--- src/design/rps_consts.svh ---
// constants for the reset and power saving sequencer
`ifndef RPS_CONSTS_SVH
`define RPS_CONSTS_SVH
`define RPS_LONG_DELAY       1000000
`define RPS_SHORT_DELAY      4096
`define RPS_BOD_FILTER       100
`define RPS_CNT_W            20
`define RPS_FLT_W            7
`define RPS_CONF_W           8
`define RPS_CONF_RESET       8'h00
`define RPS_BROWNOUT_EN_BIT  7
`define RPS_CONF_BOD_KEEP    8'h80
`define RPS_EXT_UNMASK_BIT   0
`define RPS_BOOT_ADDR        16'h0000
`define RPS_BOOT_BYTES       2'h3
`endif

--- src/design/rps_pkg.sv ---
// types for the reset and power saving sequencer
package rps_pkg;
	typedef enum logic [2:0] {
		RPS_RESET = 3'b000,
		RPS_RUN   = 3'b001,
		RPS_WAIT  = 3'b011,
		RPS_HALT  = 3'b010,
		RPS_WAKE  = 3'b110
	} rps_state_e;
endpackage

--- src/design/rps_delay_counter.sv ---
// reloadable down counter for the reset and wake-up delays
`timescale 1ns/1ps
`include "rps_consts.svh"
module rps_delay_counter #(
	parameter int W = `RPS_CNT_W
) (
	input  wire logic         i_clk,
	input  wire logic         i_rstn,
	input  wire logic         i_load,
	input  wire logic [W-1:0] i_count,
	input  wire logic         i_run,
	output logic              o_done
);
	logic [W-1:0] cnt_q;
	logic [W-1:0] cnt_d;
	wire          at_zero = (cnt_q == '0);

	// a load always restarts from the full count
	assign cnt_d  = i_load ? i_count : ((i_run && !at_zero) ? cnt_q - W'(1) : cnt_q);
	assign o_done = at_zero && !i_load;

	always_ff @(posedge i_clk or negedge i_rstn) begin
		if (!i_rstn) begin
			cnt_q <= '0;
		end else begin
			cnt_q <= cnt_d;
		end
	end
endmodule

--- src/design/rps_bod_filter.sv ---
// persistence filter on the brown-out detector output
`timescale 1ns/1ps
`include "rps_consts.svh"
module rps_bod_filter #(
	parameter int LEN = `RPS_BOD_FILTER,
	parameter int W   = `RPS_FLT_W
) (
	input  wire logic i_clk,
	input  wire logic i_rstn,
	input  wire logic i_enable,
	input  wire logic i_raw_low,
	output logic      o_low
);
	logic [W-1:0] run_q;
	logic [W-1:0] run_d;
	logic         low_q;
	logic         low_d;
	wire          differs = i_enable && (i_raw_low != low_q);
	wire          expired = (run_q == W'(LEN));

	// state flips only after the input differed for more than LEN cycles
	assign run_d = (!differs || expired) ? '0 : run_q + W'(1);
	assign low_d = !i_enable ? 1'b0 : ((differs && expired) ? i_raw_low : low_q);
	assign o_low = low_q;

	always_ff @(posedge i_clk or negedge i_rstn) begin
		if (!i_rstn) begin
			run_q <= '0;
			low_q <= 1'b0;
		end else begin
			run_q <= run_d;
			low_q <= low_d;
		end
	end
endmodule

--- src/design/rps_sequencer.sv ---
// reset merge, reset release timing and wait/halt control
`timescale 1ns/1ps
`include "rps_consts.svh"
module rps_sequencer
	import rps_pkg::*;
#(
	parameter int LONG_DELAY  = `RPS_LONG_DELAY,
	parameter int SHORT_DELAY = `RPS_SHORT_DELAY,
	parameter int BOD_FILTER  = `RPS_BOD_FILTER
) (
	input  wire logic                   I_REF_CLK,
	input  wire logic                   I_RSTN,
	input  wire logic                   I_POR_RELEASE,
	input  wire logic                   I_RESET_PIN,
	input  wire logic                   I_WATCHDOG_RESET,
	input  wire logic                   I_WATCHDOG_ENABLED,
	input  wire logic                   I_BROWNOUT_DETECTOR_LOW,
	input  wire logic                   I_CONF_WE,
	input  wire logic [`RPS_CONF_W-1:0] I_CONF_WDATA,
	input  wire logic                   I_WAIT_INSTR,
	input  wire logic                   I_HALT_INSTR,
	input  wire logic                   I_ANY_IRQ,
	input  wire logic                   I_EXT_IRQ,
	output logic                        O_CORE_RESET,
	output logic [`RPS_CONF_W-1:0]      O_INTERRUPT_MASK_CONFIG,
	output logic                        O_CPU_STALL,
	output logic                        O_OSC_ENABLE,
	output logic                        O_PERIPH_CLK_EN,
	output logic                        O_HALT_SKIPPED,
	output logic                        O_RESUME_EXT_ISR,
	output logic                        O_RESUME_LOW_ISR,
	output logic                        O_BOOT_FETCH,
	output logic [15:0]                 O_BOOT_ADDR,
	output logic [1:0]                  O_BOOT_LEN
);
	localparam int CW = `RPS_CNT_W;

	////////////////////////////////////////////////////////////////////////////
	// reset sources and brown-out
	rps_state_e   state_q;
	rps_state_e   state_d;
	logic         por_q;
	logic [`RPS_CONF_W-1:0] conf_q;
	logic [`RPS_CONF_W-1:0] conf_d;
	logic         was_bod_q;
	logic         wake_rst_q;
	logic         boot_q;
	logic         ext_wake_q;
	logic         ext_res_q;
	logic         low_res_q;
	logic         skip_q;
	logic         bod_low;
	logic         dly_done;

	// por detection active from power-up, no software enable
	wire por_edge   = I_POR_RELEASE && !por_q;
	// pin is input only; internal resets never touch it
	wire ext_rst    = !I_RESET_PIN;
	wire bod_en     = conf_q[`RPS_BROWNOUT_EN_BIT] && (state_q != RPS_HALT);
	wire bod_rise   = was_bod_q && !bod_low;
	wire long_evt   = por_edge || ext_rst || I_WATCHDOG_RESET;
	wire halt_ok    = I_HALT_INSTR && !I_WATCHDOG_ENABLED && state_q == RPS_RUN;
	wire wake_load  = state_q == RPS_HALT && (I_EXT_IRQ || ext_rst);
	// any new event reloads; long delay wins over short
	wire dly_load   = long_evt || bod_rise || wake_load;
	wire [CW-1:0] dly_count = (long_evt || (wake_load && ext_rst)) ? CW'(LONG_DELAY) :
		CW'(SHORT_DELAY);
	wire in_reset   = state_q == RPS_RESET || (state_q == RPS_WAKE && wake_rst_q);
	wire core_rst   = in_reset || bod_low || long_evt;

	rps_bod_filter #(
		.LEN (BOD_FILTER),
		.W   (`RPS_FLT_W)
	) u_bod (
		.i_clk     (I_REF_CLK),
		.i_rstn    (I_RSTN),
		.i_enable  (bod_en),
		.i_raw_low (I_BROWNOUT_DETECTOR_LOW),
		.o_low     (bod_low)
	);

	rps_delay_counter #(
		.W (CW)
	) u_dly (
		.i_clk   (I_REF_CLK),
		.i_rstn  (I_RSTN),
		.i_load  (dly_load),
		.i_count (dly_count),
		.i_run   (!bod_low),
		.o_done  (dly_done)
	);

	////////////////////////////////////////////////////////////////////////////
	// mode state machine
	always_comb begin
		state_d = state_q;
		case (state_q)
			RPS_RESET: begin
				if (dly_done && !bod_low && !long_evt) begin
					state_d = RPS_RUN;
				end
			end
			RPS_RUN: begin
				if (halt_ok) begin
					state_d = RPS_HALT;
				end else if (I_WAIT_INSTR) begin
					state_d = RPS_WAIT;
				end
			end
			RPS_WAIT: begin
				if (I_ANY_IRQ) begin
					state_d = RPS_RUN;
				end
			end
			RPS_HALT: begin
				if (wake_load) begin
					state_d = RPS_WAKE;
				end
			end
			RPS_WAKE: begin
				if (dly_done && !long_evt) begin
					state_d = wake_rst_q ? RPS_RESET : RPS_RUN;
				end
			end
			default: begin
				state_d = RPS_RESET;
			end
		endcase
		// reset from any mode but halt goes straight back to the reset delay
		if ((long_evt && state_q != RPS_HALT) || bod_low) begin
			state_d = RPS_RESET;
		end
	end

	// every reset clears config, but a brown-out reset spares its own enable
	// bit, else the detector would switch itself off and end its reset early
	wire [`RPS_CONF_W-1:0] conf_rst_val = long_evt ? `RPS_CONF_RESET : (conf_q & `RPS_CONF_BOD_KEEP);
	assign conf_d = core_rst ? conf_rst_val : (I_CONF_WE ? I_CONF_WDATA : conf_q);

	always_ff @(posedge I_REF_CLK or negedge I_RSTN) begin
		if (!I_RSTN) begin
			state_q <= RPS_RESET;
			por_q   <= 1'b0;
			conf_q  <= `RPS_CONF_RESET;
		end else begin
			state_q <= state_d;
			por_q   <= I_POR_RELEASE;
			conf_q  <= conf_d;
		end
	end

	always_ff @(posedge I_REF_CLK or negedge I_RSTN) begin
		if (!I_RSTN) begin
			was_bod_q  <= 1'b0;
			wake_rst_q <= 1'b0;
			boot_q     <= 1'b0;
			ext_wake_q <= 1'b0;
		end else begin
			was_bod_q  <= bod_low;
			wake_rst_q <= wake_load ? ext_rst : (state_q == RPS_WAKE ? wake_rst_q : 1'b0);
			// core reset is still up in the leaving cycle, so it cannot gate this
			boot_q     <= state_q == RPS_RESET && state_d == RPS_RUN;
			ext_wake_q <= wake_load && I_EXT_IRQ && !ext_rst ? 1'b1 :
				(state_q == RPS_WAKE ? ext_wake_q : 1'b0);
		end
	end

	////////////////////////////////////////////////////////////////////////////
	// resume pulses after halt wake
	wire wake_done = state_q == RPS_WAKE && state_d == RPS_RUN && ext_wake_q;
	wire ext_mask  = conf_q[`RPS_EXT_UNMASK_BIT];

	always_ff @(posedge I_REF_CLK or negedge I_RSTN) begin
		if (!I_RSTN) begin
			ext_res_q <= 1'b0;
			low_res_q <= 1'b0;
			skip_q    <= 1'b0;
		end else begin
			ext_res_q <= wake_done && ext_mask;
			low_res_q <= wake_done && !ext_mask;
			skip_q    <= I_HALT_INSTR && I_WATCHDOG_ENABLED && state_q == RPS_RUN;
		end
	end

	assign O_CORE_RESET            = core_rst;
	assign O_INTERRUPT_MASK_CONFIG = conf_q;
	// wait keeps clocks running; only the core is parked
	assign O_CPU_STALL             = state_q != RPS_RUN;
	// oscillator off in halt; restarted at wake
	assign O_OSC_ENABLE            = state_q != RPS_HALT;
	assign O_PERIPH_CLK_EN         = state_q != RPS_HALT;
	assign O_HALT_SKIPPED          = skip_q;
	assign O_RESUME_EXT_ISR        = ext_res_q;
	assign O_RESUME_LOW_ISR        = low_res_q;
	assign O_BOOT_FETCH            = boot_q;
	assign O_BOOT_ADDR             = `RPS_BOOT_ADDR;
	assign O_BOOT_LEN              = `RPS_BOOT_BYTES;

	////////////////////////////////////////////////////////////////////////////
	// checks
	property p_ext_reset_now;
		@(posedge I_REF_CLK) disable iff (!I_RSTN) !I_RESET_PIN |-> O_CORE_RESET;
	endproperty
	a_ext_reset_now: assert property (p_ext_reset_now) else $error("external reset not immediate");

	property p_bod_holds;
		@(posedge I_REF_CLK) disable iff (!I_RSTN) bod_low |=> O_CORE_RESET [*8];
	endproperty
	a_bod_holds: assert property (p_bod_holds) else $error("reset released during brown-out");

	property p_bod_keep;
		@(posedge I_REF_CLK) disable iff (!I_RSTN) bod_low && bod_en && !long_evt |=> conf_q[`RPS_BROWNOUT_EN_BIT];
	endproperty
	a_bod_keep: assert property (p_bod_keep) else $error("brown-out reset disabled its own detector");

	property p_long_hold;
		@(posedge I_REF_CLK) disable iff (!I_RSTN)
			long_evt && !bod_low && state_q != RPS_HALT |=> O_CORE_RESET [*8];
	endproperty
	a_long_hold: assert property (p_long_hold) else $error("long reset released early");

	property p_halt_stays;
		@(posedge I_REF_CLK) disable iff (!I_RSTN)
			state_q == RPS_HALT && !I_EXT_IRQ && I_RESET_PIN |=> state_q == RPS_HALT;
	endproperty
	a_halt_stays: assert property (p_halt_stays) else $error("halt left without wake source");

	property p_boot_pulse;
		@(posedge I_REF_CLK) disable iff (!I_RSTN) state_q == RPS_RESET ##1 state_q == RPS_RUN |-> O_BOOT_FETCH;
	endproperty
	a_boot_pulse: assert property (p_boot_pulse) else $error("no boot fetch after reset");

	property p_halt_osc;
		@(posedge I_REF_CLK) disable iff (!I_RSTN) state_q == RPS_HALT |-> !O_OSC_ENABLE && !bod_en;
	endproperty
	a_halt_osc: assert property (p_halt_osc) else $error("halt with oscillator or brown-out on");

	property p_halt_skip;
		@(posedge I_REF_CLK) disable iff (!I_RSTN)
			state_q == RPS_RUN && I_HALT_INSTR && I_WATCHDOG_ENABLED && !long_evt && !bod_low
			|=> state_q != RPS_HALT && O_HALT_SKIPPED;
	endproperty
	a_halt_skip: assert property (p_halt_skip) else $error("halt taken with watchdog on");

	property p_wait_clocks;
		@(posedge I_REF_CLK) disable iff (!I_RSTN) state_q == RPS_WAIT |-> O_CPU_STALL && O_PERIPH_CLK_EN;
	endproperty
	a_wait_clocks: assert property (p_wait_clocks) else $error("wait mode clocks wrong");

	property p_wait_exit;
		@(posedge I_REF_CLK) disable iff (!I_RSTN) state_q == RPS_WAIT && I_ANY_IRQ |=> state_q != RPS_WAIT;
	endproperty
	a_wait_exit: assert property (p_wait_exit) else $error("wait not left on interrupt");

	property p_enter_mode;
		@(posedge I_REF_CLK) disable iff (!I_RSTN)
			state_q == RPS_RUN && !I_WAIT_INSTR && !I_HALT_INSTR |=> state_q != RPS_WAIT && state_q != RPS_HALT;
	endproperty
	a_enter_mode: assert property (p_enter_mode) else $error("low power mode without instruction");

	property p_conf_reset;
		@(posedge I_REF_CLK) disable iff (!I_RSTN)
			O_CORE_RESET |=> O_INTERRUPT_MASK_CONFIG[`RPS_BROWNOUT_EN_BIT-1:0] == '0;
	endproperty
	a_conf_reset: assert property (p_conf_reset) else $error("config not cleared by reset");

	property p_conf_long;
		@(posedge I_REF_CLK) disable iff (!I_RSTN) long_evt |=> O_INTERRUPT_MASK_CONFIG == `RPS_CONF_RESET;
	endproperty
	a_conf_long: assert property (p_conf_long) else $error("config not cleared by long reset");

	property p_short_release;
		@(posedge I_REF_CLK) disable iff (!I_RSTN)
			state_q == RPS_HALT && I_EXT_IRQ && I_RESET_PIN |=> state_q == RPS_WAKE && !O_CORE_RESET;
	endproperty
	a_short_release: assert property (p_short_release) else $error("interrupt wake wrong");

	c_wait:  cover property (@(posedge I_REF_CLK) disable iff (!I_RSTN) state_q == RPS_WAIT ##1 state_q == RPS_RUN);
	c_halt:  cover property (@(posedge I_REF_CLK) disable iff (!I_RSTN) state_q == RPS_WAKE ##1 state_q == RPS_RUN);
	c_bod:   cover property (@(posedge I_REF_CLK) disable iff (!I_RSTN) $fell(bod_low));
	c_boot:  cover property (@(posedge I_REF_CLK) disable iff (!I_RSTN) O_BOOT_FETCH);
	c_hrst:  cover property (@(posedge I_REF_CLK) disable iff (!I_RSTN) state_q == RPS_WAKE && wake_rst_q);
endmodule

--- config.mk ---
export PLATFORM = sky130hd
export DESIGN_NAME = rps_sequencer
export DESIGN_NICKNAME = d
export VERILOG_FILES = /design/src/design/rps_pkg.sv /design/src/design/rps_delay_counter.sv /design/src/design/rps_bod_filter.sv /design/src/design/rps_sequencer.sv
export VERILOG_INCLUDE_DIRS = /design/src /design/src/design
export SDC_FILE = /design/constraint.sdc
export NUM_CORES = 1
export LEC_CHECK = 0
export ABC_AREA = 1
export ABC_CLOCK_PERIOD_IN_PS = 2000
export BUFFER_PORTS_ARGS = -buffer_cell sky130_fd_sc_hd__buf_4
export CORE_MARGIN = 10
export CORE_UTILIZATION = 45
export DETAILED_ROUTE_END_ITERATION = 10
export PLACE_DENSITY = 0.65
export REMOVE_ABC_BUFFERS = 1
export SLEW_MARGIN = 0
export SYNTH_ARGS = -nofsm -noshare
export SYNTH_HDL_FRONTEND = slang
export SYNTH_HIERARCHICAL = 1
export SYNTH_SLANG_ARGS = --single-unit
--- constraint.sdc ---
create_clock -name I_REF_CLK -period 2 [get_ports I_REF_CLK]
set_input_delay 0.4 -clock I_REF_CLK [delete_from_list [all_inputs] [get_ports I_REF_CLK]]
set_output_delay 0.4 -clock I_REF_CLK [all_outputs]
set_load 0.005 [all_outputs]
==> reports/metrics.yaml, run 1 <==
placed_design:
  post-place-ws_ps: -141
  numPortBuffers: 35
  place.gp.congestion: 0.809
  dp_cells: 593
  dp_hpwl_microns: 5300
final_layout:
  drive_gt1_share_pct: 23.9
  seq_area_sq_um: 1180
  antenna_cells: 0
  fillers: 646
  fin_nets: 531
  multi_input_area_sq_um: 1750
  stdcell_count: 603
  area_delta_synth_final_pct: 21.6
  layout_commonest_cell: "nand2_1"
  final_cell_mix: "146 x nand2_1, 58 x nor2_1, 52 x buf_4, 47 x dfrtp_1, 37 x inv_1"
  post-route-util_pct: 56.2
route:
  wire_per_inst_microns: 12.0
  firstDrtPassIters: 4
  viasPerCell: 4.65
  drc: 0
  drt_wl_total_microns: 7270
  vias: 2802
  ant_nets: 0
  drt_iter0_drc: 109
sta:
  fmax_mhz: 523
  final-max-slew-violation-count: 0
  hold_violations: 0
  slew_headroom_pct: 58.5
  setup_violations: 0
  fin_crit_sh_pct: 95.5
  rsz0062_at_grt: "yes"
  clock_skew_ps: 4.70
  layout_setup_ws_ps: 89.7
  fin_crit_ps: 1910
  tightest_slew_ps: 622
power:
  p_total_w: 0.00200
  power_density_nw_per_um2: 523
  ir_worst_vdd_v: 0.000248
  cellLeakagePower_nw: 1.99
floorplanning:
  start_util_pct: 46.3
  ios: 54
  die_h_microns: 104
  core.rowCount: 30
  dieArea_sq_um: 10700
  coreArea_sq_um: 6790
  die_w_microns: 104
clock_network:
  cts_num_sinks: 47
  cts-buffers-inserted: 5
  clockBufferDepth: 2
  insertion_delay_ps: 300
  path_clk_slew_ps: 90
  cts_tree: "done"
  htreeDepth: 2
  clock-root-buffer: "clkbuf_8"
global_routing:
  grt_first_pass_wirelength_microns: 11900
  grt_antenna_before_repair: 0
  grt.overflow.total: 0
  grt_start_max_net_pins: 48
  grt_use_total_pct: 12.8
  grt_pass1_vias: 2646
critical_path:
  startpoint_type: "register"
  cp.required_ps: 2200
  r2r-start: "state_q[1]"
  cp-end-kind: "register"
  worstPathArrival_ps: 2110
  cp_max_fo: 5
  critPathKind: "register to register"
  critPathLaunch: "state_q[1]"
flow_run:
  maxCapViolations: 0
synth:
  ys_warn_count: 6
  synth_cells: 441
  syn_area_sq_um: 3140
  yosysUniqueCellTypes: 36
  ys_seq_elements: 47
  yosysSeqAreaShare_pct: 37.4
  syn_area_per_cell_sq_um: 7.13
worst_hold_path:
  min_path_type: "input port to asynchronous set/reset pin"
run_status:
  status: "finished, final reports clean"
[state kept, by name, summed over array words and instances (netlist names)]
signal / cells
O_RESUME_LOW_ISR: 1
O_RESUME_EXT_ISR: 1
u_bod/o_low: 1
por_q: 1
O_BOOT_FETCH: 1
was_bod_q: 1
state_q: 3
u_dly/cnt_q: 20
O_INTERRUPT_MASK_CONFIG: 8
wake_rst_q: 1
ext_wake_q: 1
O_HALT_SKIPPED: 1
u_bod/run_q: 7
[area by class of cell]
class                   count  share of cell area (%)
flip-flops and latches     47                    30.8
multi-input cells         351                    45.9
well taps                  96                    3.14
inverters                  45                    4.52
repair buffers             57                    12.9
clock inverters             2                   0.982
clock buffers               5                    1.80
[metrics by stage]
stage          area [sq um]  TNS (ps)  hold slack (ps)
2_1_floorplan          3060     -8160              104
3_3_place_gp           3610      -108              466
3_5_place_dp           3610      -281              469
4_1_cts                3740         0              134
5_1_grt                3820      -733              158
6_report               3820         0              103
[kinds of logic (layout without fill, tap and decap cells)]
logic type	count (synthesis)	in the layout	share of synthesized area, %
AND/OR/NAND/NOR	282	282	42.4
buffers and inverters	71	109	11.4
XOR/XNOR	5	5	1.39
adder cells (fa/ha/maj)	4	4	1.59
flip-flops	47	47	37.4
AO/OA/AOI/OAI	30	30	5.53
other	2	30	0.239
[Yosys cell counts]
| cell | count | area [sq um] |
|---|---|---|
| nand3b_4 | 1 | 20.0 |
| conb_1 | 2 | 7.51 |
| inv_1 | 40 | 150 |
| o21ai_1 | 1 | 5.00 |
| a31o_2 | 1 | 8.76 |
| nor2_8 | 3 | 60.1 |
| nand3_1 | 23 | 115 |
| a21oi_1 | 6 | 30.0 |
| clkbuf_1 | 2 | 7.51 |
| clkinv_1 | 1 | 3.75 |
| nand2_1 | 152 | 571 |
| nand4_1 | 6 | 37.5 |
| nand3_2 | 2 | 20.0 |
| or2_2 | 1 | 6.26 |
| xor2_1 | 4 | 35.0 |
| o21ai_0 | 16 | 80.1 |
| buf_2 | 2 | 10.0 |
| nor2_2 | 6 | 37.5 |
| nor2_4 | 6 | 67.6 |
| inv_2 | 4 | 15.0 |
| nand4_2 | 1 | 12.5 |
| and2_1 | 2 | 12.5 |
| buf_8 | 1 | 15.0 |
| nand3b_1 | 6 | 45.0 |
| xnor2_1 | 1 | 8.76 |
| nand3_4 | 1 | 17.5 |
| and3b_2 | 1 | 10.0 |
| nand2_4 | 1 | 11.3 |
| ha_1 | 4 | 50.1 |
| nor3_1 | 1 | 5.00 |
| dfrtp_1 | 47 | 1180 |
| o21ai_2 | 4 | 35.0 |
| o21bai_1 | 2 | 15.0 |
| buf_4 | 21 | 158 |
| nand2_2 | 10 | 62.6 |
| nor2_1 | 59 | 221 |
[power by group]
part           internal [W]  total [W]  switching [W]
Sequential         0.000984    0.00103      0.0000434
Combinational      0.000103   0.000272       0.000168
Clock              0.000366   0.000701       0.000335
Total               0.00145    0.00200       0.000547
[critical path, cell delays in order, from the launching register on]
cell	delay, ps
dfrtp_1	400
nand2_2	90
inv_2	40
nand2_2	70
inv_2	40
o21ai_2	80
nand2_2	80
buf_4	180
nor2_2	100
nand3_1	60
nor2_1	110
nand3_1	90
nand2_2	160
clkbuf_16	170
nor2_1	40
nand2_1	50
nand2_1	40
[layer usage]
layer,share of wire [%],vias up,routed length [microns],track usage (%)
li1,-,1453,-,-
met2,49,53,3570,21.9
met5,0,-,0,0
met1,46,1288,3370,15.7
met4,1.1,0,80,4.03
met3,3.5,8,251,2.54
[path summary, 6_finish.rpt]
| path | cells after the start | slack (ps) | endpoint |
|---|---|---|---|
| worst min register to register | 2 | 490 | O_INTERRUPT_MASK_CONFIG[5] |
| min in group I_REF_CLK | 1 | 220 | por_q |
| worst max-delay path | 16 | 90 | u_dly/cnt_q[15] |
| max in group asynchronous | 1 | 1470 | u_dly/cnt_q[18] |
| worst min-delay path | 1 | 100 | u_dly/cnt_q[10] |
| worst max register to register | 16 | 90 | u_dly/cnt_q[15] |
[timing repair]
| action | in CTS | in global routing |
|---|---|---|
| hold buffers | 0 | 0 |
| resized for setup | 3 | 15 |
| setup endpoints to repair | 2 | 24 |
| cloned | 0 | 2 |
| pin swaps | 2 | 11 |
| setup buffers | 2 | 1 |
(Power assumes the default switching activity.)
==> inputs of run 2 (changes only) <==
--- a/config.mk
+++ b/config.mk
@@ -7,12 +7,12 @@
 export NUM_CORES = 1
 export LEC_CHECK = 0
 export ABC_AREA = 1
-export ABC_CLOCK_PERIOD_IN_PS = 2000
+export ABC_CLOCK_PERIOD_IN_PS = 1600
 export BUFFER_PORTS_ARGS = -buffer_cell sky130_fd_sc_hd__buf_4
 export CORE_MARGIN = 10
-export CORE_UTILIZATION = 45
+export CORE_UTILIZATION = 51
 export DETAILED_ROUTE_END_ITERATION = 10
-export PLACE_DENSITY = 0.65
+export PLACE_DENSITY = 0.72
 export REMOVE_ABC_BUFFERS = 1
 export SLEW_MARGIN = 0
 export SYNTH_ARGS = -nofsm -noshare
==> constraint.sdc (replaced) <==
create_clock -name I_REF_CLK -period 1.6 [get_ports I_REF_CLK]
set_input_delay 0.32 -clock I_REF_CLK [delete_from_list [all_inputs] [get_ports I_REF_CLK]]
set_output_delay 0.32 -clock I_REF_CLK [all_outputs]
set_load 0.005 [all_outputs]
==> reports/metrics.yaml, run 2 (synthesis results as in run 1) <==
sta:
  hold_violations: 0
  fmax_mhz: 527
  setup_violations: 31
  layout_setup_ws_ps: -299
  fin_crit_sh_pct: 119
  slew_headroom_pct: 58.9
  rsz0062_at_grt: "yes"
  clock_skew_ps: 12.2
  final-max-slew-violation-count: 0
  tightest_slew_ps: 617
  fin_crit_ps: 1900
power:
  power_density_nw_per_um2: 619
  ir_worst_vdd_v: 0.000384
  cellLeakagePower_nw: 2.28
  p_total_w: 0.00268
critical_path:
  cp.required_ps: 1810
  cpMaxStageDelayCell: "dfrtp_1"
  r2r-start: "state_q[0]"
  critPathLaunch: "state_q[0]"
  cp-end-kind: "register"
  crit_chain: "inv_2, nand2_2, inv_2, nand2_2, inv_2, o21ai_2, nand2_2, buf_6, buf_12, nor2_4, nand3_2, nor2_2, nand3_2, nand2_4, buf_6, nor2_1, nand2_1, nand2_1"
  slowest_delay_ps: 380
  startpoint_type: "register"
  cp_max_fo: 5
  critPathKind: "register to register"
  worstPathArrival_ps: 2110
global_routing:
  grt_start_max_net_pins: 48
  grt_first_pass_wirelength_microns: 13600
  grt_pass1_vias: 2929
  grt.overflow.total: 0
  grt_use_total_pct: 16.5
  grt_antenna_before_repair: 0
route:
  drc: 0
  vias: 3075
  viasPerCell: 4.87
  drt_wl_total_microns: 8670
  wire_per_inst_microns: 13.7
  ant_nets: 0
  drt_iter0_drc: 157
  firstDrtPassIters: 7
clock_network:
  cts_tree: "done"
  path_clk_slew_ps: 100
  htreeDepth: 2
  clockBufferDepth: 2
  cts_num_sinks: 47
  insertion_delay_ps: 310
  clock-root-buffer: "clkbuf_8"
  cts-buffers-inserted: 5
final_layout:
  post-route-util_pct: 72.7
  area_delta_synth_final_pct: 37.8
  fillers: 444
  regMostFlops: "u_dly/cnt_q"
  stdcell_count: 631
  largest_reg_flops: 20
  antenna_cells: 0
  final_cell_mix: "132 x nand2_1, 82 x buf_4, 56 x nor2_1, 47 x dfrtp_1, 36 x inv_1"
  fin_nets: 579
  drive_gt1_share_pct: 34.5
  layout_commonest_cell: "nand2_1"
placed_design:
  numPortBuffers: 35
  dp_cells: 600
  post-place-ws_ps: -446
  place.gp.congestion: 0.910
  dp_hpwl_microns: 5670
floorplanning:
  dieArea_sq_um: 9700
  die_h_microns: 98.5
  core.rowCount: 28
  die_w_microns: 98.5
  start_util_pct: 52.8
  coreArea_sq_um: 5960
  ios: 54
run_status:
  violations: "negative setup slack"
  status: "finished with violations"
flow_run:
  maxCapViolations: 0
worst_hold_path:
  min_path_type: "input port to asynchronous set/reset pin"
## run 2: cell count changes in the layout (fill, tap and decap cells not counted), moves of 3 or more
cell     change
buf_4       +30
nand2_4      +4
nand2_1     -14
nand3_1      -4
nor2_4       +3
o21ai_1      +5
nand2_2     +10
nand3_2      +4
o21ai_0      -6
buf_6       +16
## run 2: metal layers
| layer | GRT usage (%) | share of wire (%) |
|---|---|---|
| met5 | 0 | 0 |
| met4 | 4.19 | 1.2 |
| met3 | 3.35 | 5.0 |
| met2 | 29.0 | 51 |
| met1 | 20.1 | 42 |
## run 2: critical path, delay by kind of cell (launching register included)
kind	cells	cell delay [ps]
AOI/OAI and AO/OA	1	70
buffers and inverters	6	520
DFF	1	380
and+or+nand+nor	11	820
## run 2: path summary, 6_finish.rpt
check / to / slack [ps] / cells past startpoint
worst max-delay path: u_dly/cnt_q[12] / -300 / 18
worst min-delay path: u_dly/cnt_q[15] / 4 / 1
worst max register to register: u_dly/cnt_q[12] / -300 / 18
worst min register to register: O_RESUME_LOW_ISR / 480 / 1
max in group asynchronous: ext_wake_q / 1170 / 1
min in group I_REF_CLK: por_q / 140 / 1
## run 2: stage by stage
step                cell area, sq um  hold slack [ps]  setup TNS [ps]
floorplan                       3060             24.4          -18560
global placement                3780              374           -6460
detailed placement              3780              377           -8410
CTS                             4120             41.7           -6210
global route                    4330             67.7           -9760
finish                          4330             4.40           -5880
## run 2: area by class of cell
cell class	count	area (sq um)	area share, %
well taps	75	93.8	2.17
inverters	45	176	4.07
flip-flops and latches	47	1180	27.2
clock inverters	3	47.5	1.10
repair buffers	105	907	20.9
clock buffers	5	68.8	1.59
multi-input cells	351	1860	43.0
## run 2: power breakdown
group          leakage, nW  internal (W)  switching (W)
clock network       0.0587      0.000475       0.000459
registers            0.599       0.00123      0.0000381
logic                 1.62      0.000211       0.000268
total                 2.28       0.00192       0.000765
## run 2: timing repair
action | CTS | global route
pin swaps | 13 | 21
cloned | 1 | 2
hold buffers | 0 | 0
buffers inserted | 11 | 16
endpoints found under the setup margin | 27 | 37
gates resized for setup | 38 | 44
==> inputs of run 3 (changes only) <==
--- a/config.mk
+++ b/config.mk
@@ -9,6 +9,7 @@
 export ABC_AREA = 1
 export ABC_CLOCK_PERIOD_IN_PS = 1600
 export BUFFER_PORTS_ARGS = -buffer_cell sky130_fd_sc_hd__buf_4
+export CORE_ASPECT_RATIO = 1.2
 export CORE_MARGIN = 10
 export CORE_UTILIZATION = 51
 export DETAILED_ROUTE_END_ITERATION = 10
==> reports/metrics.yaml, run 3 (synthesis results as in run 1) <==
critical_path:
  cp-end-kind: "register"
  ff2ff_path_depth: 16
  r2r-start: "state_q[1]"
  startpoint_type: "register"
  cp_max_fo: 8
  cp.required_ps: 1810
  critPathKind: "register to register"
  r2r_slack_ps: -340
  worstPathArrival_ps: 2150
  r2r_end: "u_dly/cnt_q[13]"
clock_network:
  cts_tree: "done"
  insertion_delay_ps: 310
  htreeDepth: 2
  clockBufferDepth: 2
  path_clk_slew_ps: 90
  cts_num_sinks: 47
  cts-buffers-inserted: 5
  clock-root-buffer: "clkbuf_8"
  holdBufCountCts: 0
flow_run:
  maxCapViolations: 0
final_layout:
  final_cell_mix: "141 x nand2_1, 89 x buf_4, 56 x nor2_1, 47 x dfrtp_1, 35 x inv_1"
  stdcell_count: 635
  fin_nets: 576
  regMostFlops: "u_dly/cnt_q"
  antenna_cells: 0
  area_delta_synth_final_pct: 36.5
  drive_gt1_share_pct: 32.2
  layout_commonest_cell: "nand2_1"
  largest_reg_flops: 20
sta:
  layout_setup_ws_ps: -339
  rsz0062_at_grt: "yes"
  fin_crit_ps: 1940
  slew_headroom_pct: 58.2
  final-max-slew-violation-count: 0
  fmax_mhz: 516
  clock_skew_ps: 3.24
  tns_ps: -7240
  fin_crit_sh_pct: 121
  tightest_slew_ps: 627
  setup_violations: 35
  hold_violations: 0
global_routing:
  grt_start_max_net_pins: 48
  grt_use_total_pct: 16.4
  grt.overflow.total: 0
  grt_antenna_before_repair: 0
  grt_first_pass_wirelength_microns: 13500
  grt_pass1_vias: 2951
floorplanning:
  coreArea_sq_um: 6010
  core.rowCount: 31
  dieArea_sq_um: 9720
  die_w_microns: 91.7
  start_util_pct: 52.3
  ios: 54
  die_h_microns: 106
worst_hold_path:
  min_path_type: "input port to asynchronous set/reset pin"
route:
  wire_per_inst_microns: 14.0
  ant_nets: 0
  drt_iter0_drc: 170
  viasPerCell: 4.90
  vias: 3109
  firstDrtPassIters: 4
  drt_wl_total_microns: 8880
  drc: 0
power:
  power_density_nw_per_um2: 615
  cellLeakagePower_nw: 2.24
  ir_worst_vdd_v: 0.000410
placed_design:
  dp_hpwl_microns: 5710
  place.gp.congestion: 0.860
  dp_cells: 605
  numPortBuffers: 35
run_status:
  status: "finished with violations"
  violations: "negative setup slack"
==> run 3: cell types whose count changed in the layout (fill, tap and decap cells not counted), moves of 3 or more <==
| cell | delta |
|---|---|
| o21ai_1 | -3 |
| o21ai_0 | +4 |
| buf_4 | +7 |
| nand2_1 | +9 |
| clkbuf_16 | +3 |
| buf_6 | -11 |
| nand2_2 | -7 |
==> run 3: through the flow <==
| stage | setup WS, ps | util, % | total power, W | instance area (sq um) | hold WS (ps) |
|---|---|---|---|---|---|
| after floorplan | -929 | - | 0.00150 | 3060 | 24.4 |
| after global placement | -338 | 63.0 | 0.00169 | 3790 | 378 |
| after detailed placement | -504 | 63.0 | 0.00170 | 3790 | 383 |
| after CTS | -283 | 67.7 | 0.00263 | 4070 | 42.3 |
| after global routing | -464 | 71.4 | 0.00279 | 4290 | 49.6 |
| final | -339 | 71.4 | 0.00264 | 4290 | 16.0 |
==> run 3: how the worst max path moves through the flow <==
stage / from / endpoint / slack, ps / cells after the start
2_1_floorplan: state_q[0] / u_dly/cnt_q[11] / -930 / 11
3_3_place_gp: state_q[0] / O_RESUME_EXT_ISR / -340 / 17
3_5_place_dp: state_q[0] / O_RESUME_EXT_ISR / -500 / 17
4_1_cts: state_q[0] / O_RESUME_EXT_ISR / -280 / 17
5_1_grt: state_q[1] / u_dly/cnt_q[19] / -460 / 16
6_report: state_q[1] / u_dly/cnt_q[13] / -340 / 16
==> run 3: critical path, cell delays in order, from the launching register on <==
cell and delay, ps:
dfrtp_1 420, nand2_2 90, inv_2 40, nand2_2 70, inv_2 50, o21ai_2 60
nand2_2 110, buf_12 150, nor2_4 100, nand3_2 80, nor2_2 140, nand3_2 110
nand2_4 140, clkbuf_16 160, nor2_1 40, nand2_1 50, nand2_1 40
==> run 3: area by class of cell <==
class                   count  area, sq um
multi-input cells         351         1820
well taps                  82          103
fillers                   441         1720
inverters                  45          174
clock inverters             3         47.5
flip-flops and latches     47         1180
repair buffers            102          898
clock buffers               5         68.8
==> run 3: report_power, final <==
group | leakage [nW] | total, W | switching [W] | internal [W]
Combinational | 1.59 | 0.000452 | 0.000260 | 0.000193
Clock | 0.0587 | 0.000918 | 0.000444 | 0.000474
Sequential | 0.599 | 0.00127 | 0.0000359 | 0.00123
==> run 3: what timing repair did <==
action | CTS | global route
cloned | 1 | 3
pin swaps | 11 | 12
endpoints found under the setup margin | 28 | 38
setup buffers | 9 | 13
resized for setup | 25 | 26
==> run 3: layer usage <==
metal	part of all wire, %	vias up	global-route usage [%]
met2	53	66	29.2
li1	-	1544	-
met5	0	-	0
met3	3.8	22	3.24
met1	41	1477	19.4
met4	2.2	0	5.04
